===== src/rtl/cts_pkg.sv =====
// Purpose: Shared constants and types of the CT wiring supervision block
// Assumes: Currents in 0.01 xIn steps, ratios in 0.01 % steps
// Notes: Log record layout is shared by the main module and the log store
package cts_pkg;
  // Widths and sizes
  localparam int CUR_W = 16;
  localparam int PCT_W = 14;
  localparam int TMR_W = 20;
  localparam int TS_W = 32;
  localparam int SG_W = 3;
  localparam int LOG_DEPTH = 12;
  localparam int IDX_W = 4;
  localparam int FLT_W = 5;
  localparam int NCUR = 7;
  // Full scale of a percentage setting (100.00 %)
  localparam logic [PCT_W-1:0] PCT_FULL = 14'h2710;
  // Clock and the lead that the blocking source must keep
  localparam int CLK_PERIOD_NS = 8;
  localparam int BLOCK_LEAD_MS = 5;
  localparam int BLOCK_LEAD_CYC = BLOCK_LEAD_MS * 1000000 / CLK_PERIOD_NS;
  // Reset values
  localparam logic [TMR_W-1:0] TMR_RST = 20'h0_0000;
  localparam logic [IDX_W-1:0] IDX_RST = 4'h0;
  // Event codes: bit 1 picks block/alarm, bit 0 is the on edge
  typedef enum logic [1:0] {
    CTS_EV_ALARM_OFF = 2'h0,
    CTS_EV_ALARM_ON = 2'h1,
    CTS_EV_BLOCK_OFF = 2'h2,
    CTS_EV_BLOCK_ON = 2'h3
  } cts_ev_t;
  // Log record field positions, low to high
  localparam int REC_CUR_LSB = 0;
  localparam int REC_SG_LSB = NCUR * CUR_W;
  localparam int REC_FLT_LSB = REC_SG_LSB + SG_W;
  localparam int REC_TMR_LSB = REC_FLT_LSB + FLT_W;
  localparam int REC_EV_LSB = REC_TMR_LSB + TMR_W;
  localparam int REC_TS_LSB = REC_EV_LSB + 2;
  localparam int REC_W = REC_TS_LSB + TS_W;
endpackage


===== src/rtl/cts_supervisor.sv =====
// Purpose: Current transformer wiring supervision with definite-time alarm
// Assumes: cycle_stb marks each program cycle and never comes two clocks in a row
// Notes: Blocking pin is synchronised; all other inputs are on clk_sys
`timescale 1ns/1ps
module cts_supervisor #(
  parameter int CUR_W = cts_pkg::CUR_W
) (
  input wire logic clk_sys,
  input wire logic rst_n,
  input wire logic clk_en,
  input wire logic cycle_stb,
  input wire logic block_pin,
  input wire logic [CUR_W-1:0] i_l1,
  input wire logic [CUR_W-1:0] i_l2,
  input wire logic [CUR_W-1:0] i_l3,
  input wire logic [CUR_W-1:0] i_res_calc,
  input wire logic [CUR_W-1:0] i_res_meas,
  input wire logic [CUR_W-1:0] i_pos_seq,
  input wire logic [CUR_W-1:0] i_neg_seq,
  input wire logic [CUR_W-1:0] upper_phase_current_limit,
  input wire logic [CUR_W-1:0] lower_phase_current_limit,
  input wire logic [CUR_W-1:0] residual_diff_limit,
  input wire logic [cts_pkg::PCT_W-1:0] min_max_current_ratio_limit,
  input wire logic [cts_pkg::PCT_W-1:0] neg_pos_sequence_ratio_limit,
  input wire logic residual_input_select,
  input wire logic [cts_pkg::TMR_W-1:0] alarm_delay_cycles,
  input wire logic [3:0] event_store_sel,
  input wire logic [cts_pkg::TS_W-1:0] time_stamp,
  input wire logic [cts_pkg::SG_W-1:0] setting_group,
  input wire logic [cts_pkg::IDX_W-1:0] log_rd_idx,
  output logic alarm_ff,
  output logic blocked_ff,
  output logic start_ff,
  output logic event_valid_ff,
  output logic [1:0] event_code_ff,
  output logic [cts_pkg::REC_W-1:0] event_rec_ff,
  output logic [cts_pkg::REC_W-1:0] log_rec_ff,
  output logic [cts_pkg::IDX_W-1:0] log_count_ff
);
  typedef struct packed {
    logic blk_s1;
    logic blk_s2;
    logic alarm;
    logic blocked;
    logic start;
    logic [cts_pkg::TMR_W-1:0] timer;
    logic pend;
    logic [cts_pkg::REC_W-1:0] pend_rec;
    logic ev_valid;
    logic [1:0] ev_code;
    logic [cts_pkg::REC_W-1:0] ev_rec;
    logic log_we;
  } cts_st_t;

  cts_st_t st_ff;
  cts_st_t nxt_st;

  // a * full < lim * b, both sides widened so no product is cut
  function automatic logic ratio_below(input logic [CUR_W-1:0] a, input logic [CUR_W-1:0] b,
                                       input logic [cts_pkg::PCT_W-1:0] lim);
    logic [CUR_W+cts_pkg::PCT_W-1:0] lhs;
    logic [CUR_W+cts_pkg::PCT_W-1:0] rhs;
    lhs = a * cts_pkg::PCT_FULL;
    rhs = b * lim;
    return lhs < rhs;
  endfunction

  logic [CUR_W-1:0] i_max;
  logic [CUR_W-1:0] i_min;
  logic [CUR_W-1:0] res_diff;
  logic any_high;
  logic all_low;
  logic ratio_ok;
  logic unbal_ok;
  logic res_ok;
  logic pick;
  logic [cts_pkg::FLT_W-1:0] fault_code;
  logic [cts_pkg::TMR_W-1:0] timer_inc;
  logic [cts_pkg::TMR_W-1:0] remain;

  // Magnitude comparators, evaluated continuously, used on the strobe
  always_comb begin
    i_max = (i_l1 > i_l2) ? i_l1 : i_l2;
    i_max = (i_l3 > i_max) ? i_l3 : i_max;
    i_min = (i_l1 < i_l2) ? i_l1 : i_l2;
    i_min = (i_l3 < i_min) ? i_l3 : i_min;
    res_diff = (i_res_calc > i_res_meas) ? i_res_calc - i_res_meas : i_res_meas - i_res_calc;
    any_high = i_max > upper_phase_current_limit;
    all_low = i_max < lower_phase_current_limit;
    ratio_ok = ratio_below(i_min, i_max, min_max_current_ratio_limit);
    unbal_ok = !ratio_below(i_neg_seq, i_pos_seq, neg_pos_sequence_ratio_limit);
    res_ok = !residual_input_select || (res_diff >= residual_diff_limit);
    pick = !any_high && !all_low && ratio_ok && unbal_ok && res_ok;
    fault_code = {res_ok, unbal_ok, ratio_ok, !all_low, !any_high};
  end

  // Remaining time is zero once the timer has reached the delay
  always_comb begin
    timer_inc = (st_ff.timer == {cts_pkg::TMR_W{1'b1}}) ? st_ff.timer : st_ff.timer + 20'h0_0001;
    remain = (alarm_delay_cycles > st_ff.timer) ? alarm_delay_cycles - st_ff.timer : '0;
  end

  // Record shared by event output and log: stamp, code, remaining, fault, group, currents
  function automatic logic [cts_pkg::REC_W-1:0] make_rec(input logic [1:0] code);
    return {time_stamp, code, remain, fault_code, setting_group, i_neg_seq, i_pos_seq,
            i_res_meas, i_res_calc, i_l3, i_l2, i_l1};
  endfunction

  // Pick-up, block, timer and event sequencing
  always_comb begin
    nxt_st = st_ff;
    nxt_st.blk_s1 = block_pin;
    nxt_st.blk_s2 = st_ff.blk_s1;
    nxt_st.ev_valid = 1'b0;
    nxt_st.log_we = 1'b0;
    // A block change that met an alarm change goes out one clock later
    if (st_ff.pend) begin
      nxt_st.pend = 1'b0;
      nxt_st.ev_rec = st_ff.pend_rec;
      nxt_st.ev_code = st_ff.pend_rec[cts_pkg::REC_EV_LSB +: 2];
      nxt_st.ev_valid = event_store_sel[st_ff.pend_rec[cts_pkg::REC_EV_LSB +: 2]];
      nxt_st.log_we = 1'b1;
    end
    if (cycle_stb) begin
      nxt_st.blocked = pick && st_ff.blk_s2;
      nxt_st.start = pick && !st_ff.blk_s2;
      if (nxt_st.start) begin
        nxt_st.timer = timer_inc;
        nxt_st.alarm = st_ff.alarm || (timer_inc >= alarm_delay_cycles);
      end else begin
        nxt_st.timer = cts_pkg::TMR_RST;
        nxt_st.alarm = 1'b0;
      end
      if (nxt_st.alarm != st_ff.alarm) begin
        nxt_st.ev_code = nxt_st.alarm ? cts_pkg::CTS_EV_ALARM_ON : cts_pkg::CTS_EV_ALARM_OFF;
        nxt_st.ev_rec = make_rec(nxt_st.ev_code);
        nxt_st.ev_valid = event_store_sel[nxt_st.ev_code];
        nxt_st.log_we = 1'b1;
      end
      if (nxt_st.blocked != st_ff.blocked) begin
        if (nxt_st.alarm != st_ff.alarm) begin
          nxt_st.pend = 1'b1;
          nxt_st.pend_rec = make_rec(nxt_st.blocked ? cts_pkg::CTS_EV_BLOCK_ON
                                                    : cts_pkg::CTS_EV_BLOCK_OFF);
        end else begin
          nxt_st.ev_code = nxt_st.blocked ? cts_pkg::CTS_EV_BLOCK_ON : cts_pkg::CTS_EV_BLOCK_OFF;
          nxt_st.ev_rec = make_rec(nxt_st.ev_code);
          nxt_st.ev_valid = event_store_sel[nxt_st.ev_code];
          nxt_st.log_we = 1'b1;
        end
      end
    end
  end

  always_ff @(posedge clk_sys) begin
    if (!rst_n) begin
      st_ff <= '0;
    end else if (clk_en) begin
      st_ff <= nxt_st;
    end
  end

  // Log is written from the registered event, so it trails the event by a clock
  cts_log_store #(
    .DEPTH(cts_pkg::LOG_DEPTH),
    .W(cts_pkg::REC_W)
  ) u_log (
    .clk_sys(clk_sys),
    .rst_n(rst_n),
    .clk_en(clk_en),
    .wr_en(st_ff.log_we),
    .wr_rec(st_ff.ev_rec),
    .rd_idx(log_rd_idx),
    .rd_rec_ff(log_rec_ff),
    .count_ff(log_count_ff)
  );

  assign alarm_ff = st_ff.alarm;
  assign blocked_ff = st_ff.blocked;
  assign start_ff = st_ff.start;
  assign event_valid_ff = st_ff.ev_valid;
  assign event_code_ff = st_ff.ev_code;
  assign event_rec_ff = st_ff.ev_rec;
endmodule


===== src/rtl/cts_log_store.sv =====
// Purpose: Rolling store of the most recent supervision log records
// Assumes: One write per clock at most; read index counts back from newest
// Notes: Oldest record is overwritten once the store is full
`timescale 1ns/1ps
module cts_log_store #(
  parameter int DEPTH = cts_pkg::LOG_DEPTH,
  parameter int W = cts_pkg::REC_W
) (
  input wire logic clk_sys,
  input wire logic rst_n,
  input wire logic clk_en,
  input wire logic wr_en,
  input wire logic [W-1:0] wr_rec,
  input wire logic [cts_pkg::IDX_W-1:0] rd_idx,
  output logic [W-1:0] rd_rec_ff,
  output logic [cts_pkg::IDX_W-1:0] count_ff
);
  typedef struct packed {
    logic [cts_pkg::IDX_W-1:0] wptr;
    logic [cts_pkg::IDX_W-1:0] cnt;
    logic [W-1:0] rd;
  } cts_log_st_t;

  cts_log_st_t st_ff;
  cts_log_st_t nxt_st;
  logic [W-1:0] mem_ff [DEPTH];
  logic [cts_pkg::IDX_W-1:0] slot;

  // Newest record sits one below the write pointer
  always_comb begin
    nxt_st = st_ff;
    slot = (st_ff.wptr > rd_idx) ? st_ff.wptr - rd_idx - 4'h1
                                 : st_ff.wptr + 4'(DEPTH) - rd_idx - 4'h1;
    nxt_st.rd = (rd_idx < st_ff.cnt) ? mem_ff[slot] : '0;
    if (wr_en) begin
      nxt_st.wptr = (st_ff.wptr == 4'(DEPTH - 1)) ? cts_pkg::IDX_RST : st_ff.wptr + 4'h1;
      if (st_ff.cnt != 4'(DEPTH)) begin
        nxt_st.cnt = st_ff.cnt + 4'h1;
      end
    end
  end

  // Memory has no reset; only counted slots are ever shown
  always_ff @(posedge clk_sys) begin
    if (clk_en && wr_en) begin
      mem_ff[st_ff.wptr] <= wr_rec;
    end
  end

  always_ff @(posedge clk_sys) begin
    if (!rst_n) begin
      st_ff <= '0;
    end else if (clk_en) begin
      st_ff <= nxt_st;
    end
  end

  assign rd_rec_ff = st_ff.rd;
  assign count_ff = st_ff.cnt;
endmodule


===== config.mk =====
export PLATFORM = sky130hd
export DESIGN_NAME = cts_supervisor
export DESIGN_NICKNAME = d
export VERILOG_FILES = /design/src/rtl/cts_pkg.sv /design/src/rtl/cts_supervisor.sv /design/src/rtl/cts_log_store.sv
export SDC_FILE = /design/constraint.sdc
export NUM_CORES = 2
export LEC_CHECK = 0
export BUFFER_PORTS_ARGS = -buffer_cell sky130_fd_sc_hd__buf_2
export CAP_MARGIN = 20
export CORE_MARGIN = 4
export CORE_UTILIZATION = 62
export DETAILED_ROUTE_END_ITERATION = 8
export PLACE_DENSITY = 0.8
export SLEW_MARGIN = 5
export SYNTH_ARGS = -nofsm -noshare
export SYNTH_HDL_FRONTEND = slang
export SYNTH_SLANG_ARGS = --single-unit

===== constraint.sdc =====
create_clock -name clk_sys -period 18.7 [get_ports clk_sys]
set_clock_uncertainty 0.2 [all_clocks]
set_input_delay 1.87 -clock clk_sys [delete_from_list [all_inputs] [get_ports clk_sys]]
set_output_delay 1.87 -clock clk_sys [all_outputs]
set_load 0.01 [all_outputs]

==> results.md <==
* Status: finished clean
* Post-CTS setup buffer count at 0
* CP max FO at 54
* Clk Latency, worst-skew pair at roughly 960 ps
* Cell repeated most along the worst path: inv_1
* Final antenna-violating net count at 0
* Mean Syn Cell Area at 13.77 um^2
* Main synth FF type: edfxtp_1
* Synth unique cells at 85
* Hold Crit Class: reg2reg
* Worst Max-Slew Pin Slew at 1215 ps
* I/O pins at roughly 620
* Synthesized area at 130200 um^2
* Initial Utilization at 0.6263
* #FFs+latches synth at 2648
* Leakage at 0.05757 uW
* Fillers at 13.59k
* Htree depth at 5
* Total core area at 207900 um^2
* Seq/Total Area, Yosys at 0.5676
* Worst Path Arrival at 16470 ps
* Final min period at 15960 ps
* Crit-path slowest cell: buf_4
* Routed len/inst at 27.54 um
* Via density at between 6 and 7
* Crit share post-route at 0.8534
* Unrepaired setup endpoints after global routing: no
* Peak VDD IR at approximately 0.65 mV
* CTS root buffer: clkbuf_16
* Final Instance Count excl. Fillers at around 13k
* Maximum clock rate at 0.06266 GHz
* Reg area at about 74000 um^2
* Required @ worst endpoint at between 15000 and 20000 ps
* Fin Setup TNS at 0 ps
* YS warnings at 0
* Area of the multi-input gates at 49270 um^2
* Synth Net Count at 10.68k
* GPL Wtd Cong at 0.9325
* Total GRT Usage at 0.3180
* CP Capture Type: flip-flop
* Total congestion overflow at 0
* Post-DP HPWL at 208.3 mm
* Pwr dens at ~160 nW/um^2
* Routed Wire Length at 348.1 mm
* Layout area overhead at 9.550%
* First-pass GRT wire length at 521.8 mm
* Max-Cap Viols at 0
* Worst path max stage delay at between 800 and 900 ps
* Post-Synthesis Cells at 9455
* Hold Fails Final Rpt at 0
* Fraction of registers with async set/reset at 0
* Total die area at roughly 220000 um^2
* Startpoint Class: input pin
* Hold-fix buffers, CTS at 0
* Initial antenna violation count at 35
* Iteration-0 DRC Markers at around 9.5k
* CTS tree: built
* Via count at 81.56k
* Rel. slew slack at 0.1900
* CTS clk-pin slew, worst paths at 60 ps
* EDFF count, synth at between 2k and 2.5k
* Share of cells above drive strength 1 at 0.1749
* Vias in the first global route at roughly 83k
* Placed Cells at 12.12k
* TritonCTS Sinks at 2648
* TritonCTS buffer count at between 200 and 300
* Post-CTS sizing at 0
* DRC viols at 0
* Initial DRT Pass Iterations at 6
* Die extent in x at 466.3 um
* Die H at 466.3 um
* Buffers on Ports at roughly 610
* Critical path class: in2reg
* Max-slew violation count at 0
* Nets at 10.84k
* Largest net degree at the start of global routing at between 150 and 200
* Clock Path Buffers at 4
* Final setup violation count at 0
* Row cnt at about 170
synthesized netlist by cell type (all sizes together) (31+ instances only):
cell type     n  area share
a211oi       31      0.0018
a21o         63      0.0036
a21oi       391       0.015
and2        197      0.0095
buf         432       0.023
clkbuf      424       0.012
dfxtp       560       0.086
edfxtp     2088        0.48
fa          406       0.062
ha          562       0.054
inv         682       0.020
mux2i       385       0.030
mux4        523       0.090
nand2       892       0.026
nand2b       39      0.0019
nand3        65      0.0025
nand4        35      0.0017
nor2        447       0.013
nor3         48      0.0018
o211ai      189       0.011
o21ai       254      0.0098
o22ai       171      0.0082
o31ai       158      0.0092
xnor2        89      0.0060
xor2         49      0.0033
flip-flops by register name, indices dropped and copies added (netlist names):
signal	count
alarm_ff	1
blocked_ff	1
event_code_ff	2
event_rec_ff	174
event_valid_ff	1
nxt_st	1
st_ff	197
start_ff	1
u_log.count_ff	4
u_log.mem_ff	2088
u_log.rd_rec_ff	174
u_log.st_ff	4
placed cells by master, fill, tap and decap left out, types with 15 or more instances in the layout:
cell and instances:
a211oi_1 31, dfxtp_1 559, inv_1 679, bufinv_16 19, edfxtp_1 2088, nand3_1 64, o21a_1 17, buf_4 96
a21o_1 63, o21bai_1 18, o21ai_0 245, buf_12 19, diode_2 24, clkinv_1 29, nor2b_1 25, nor3_1 44
nor2_1 439, xor2_1 49, and2_1 196, o31ai_1 157, and3_1 15, mux4_2 523, clkinv_2 30, clkbuf_8 30
o22ai_1 171, a21oi_1 389, clkbuf_1 66, ha_1 561, nand2_1 891, a31oi_1 21, fa_1 405, mux2i_1 384
nand4_1 35, nand2b_1 39, or3_1 21, o211ai_1 189, xnor2_1 87, buf_2 612, clkbuf_16 292
worst paths after layout:
path | slack (ps) | start | cells after the start | to
min reg2reg | 260 | u_log.rd_rec_ff[119]$_SDFFE_PN0P_ | 2 | u_log.rd_rec_ff[119]$_SDFFE_PN0P_
min | 260 | u_log.rd_rec_ff[119]$_SDFFE_PN0P_ | 2 | u_log.rd_rec_ff[119]$_SDFFE_PN0P_
max reg2reg | 12000 | st_ff[356]$_SDFFE_PN0P_ | 22 | st_ff[222]$_SDFFE_PN0P_
max | 2740 | i_l2[1] | 55 | st_ff[222]$_SDFFE_PN0P_
layer usage:
layer	vias up	wire length (um)	track usage
met5	-	82	0
met4	12	16610	0.1396
met3	793	33820	0.06226
met2	4920	168100	0.5174
met1	41160	129500	0.4211
li1	34670	-	-
layout make-up:
class / instances / share of cell area
Tap cell: 2788 / 0.02445
Clock inverter: 108 / 0.007648
Multi-Input combinational cell: 5269 / 0.3454
Sequential cell: 2648 / 0.5181
Clock buffer: 387 / 0.05576
Timing Repair Buffer: 733 / 0.03014
Antenna cell: 24 / 0.0004210
Inverter: 682 / 0.01805
power breakdown:
part	internal [uW]	leakage, uW	switching [uW]
Combinational	4920	0.0265	6470
Sequential	6310	0.0267	35.2
Clock	3240	0.00440	2280
cells by family (layout without fill, tap and decap cells):
family                   Yosys count  in the layout  share of synthesized area
AO/OA/AOI/OAI                   1417           1417                    0.06884
XOR/XNOR                         138            138                   0.009340
adder cells (fa/ha/maj)          968            968                     0.1164
buffers and inverters           1538           1910                    0.05537
flip-flops                      2648           2648                     0.5676
multiplexers                     923            923                     0.1213
other                              0             24                          0
AND/OR/NAND/NOR                 1823           1823                    0.06109
critical path, delay by kind of cell:
kind                       cells  cell delay [ps]
AOI/OAI and AO/OA             20             5440
adders and majority gates     10             4150
buffers and inverters         12             2300
and+or+nand+nor                9             1420
muxes                          2              770
xor gates and xnor gates       2              420
through the flow:
stage / util / hold WS [ps] / area [um^2] / worst slack (ps) / power (uW)
after global placement: 0.6417 / 250.4 / 133400 / 2167 / 17200
after detailed placement: 0.6419 / 252.2 / 133500 / 1915 / 17660
after CTS: 0.6854 / 262.1 / 142500 / 2854 / 23250
final: 0.6861 / 262.8 / 142700 / 2741 / 23240
after global routing: 0.6861 / 278.6 / 142600 / 2136 / 25200
after floorplan: - / 236.7 / 130200 / 3176 / 15080
Note: power is estimated with default switching activity, not from simulation.
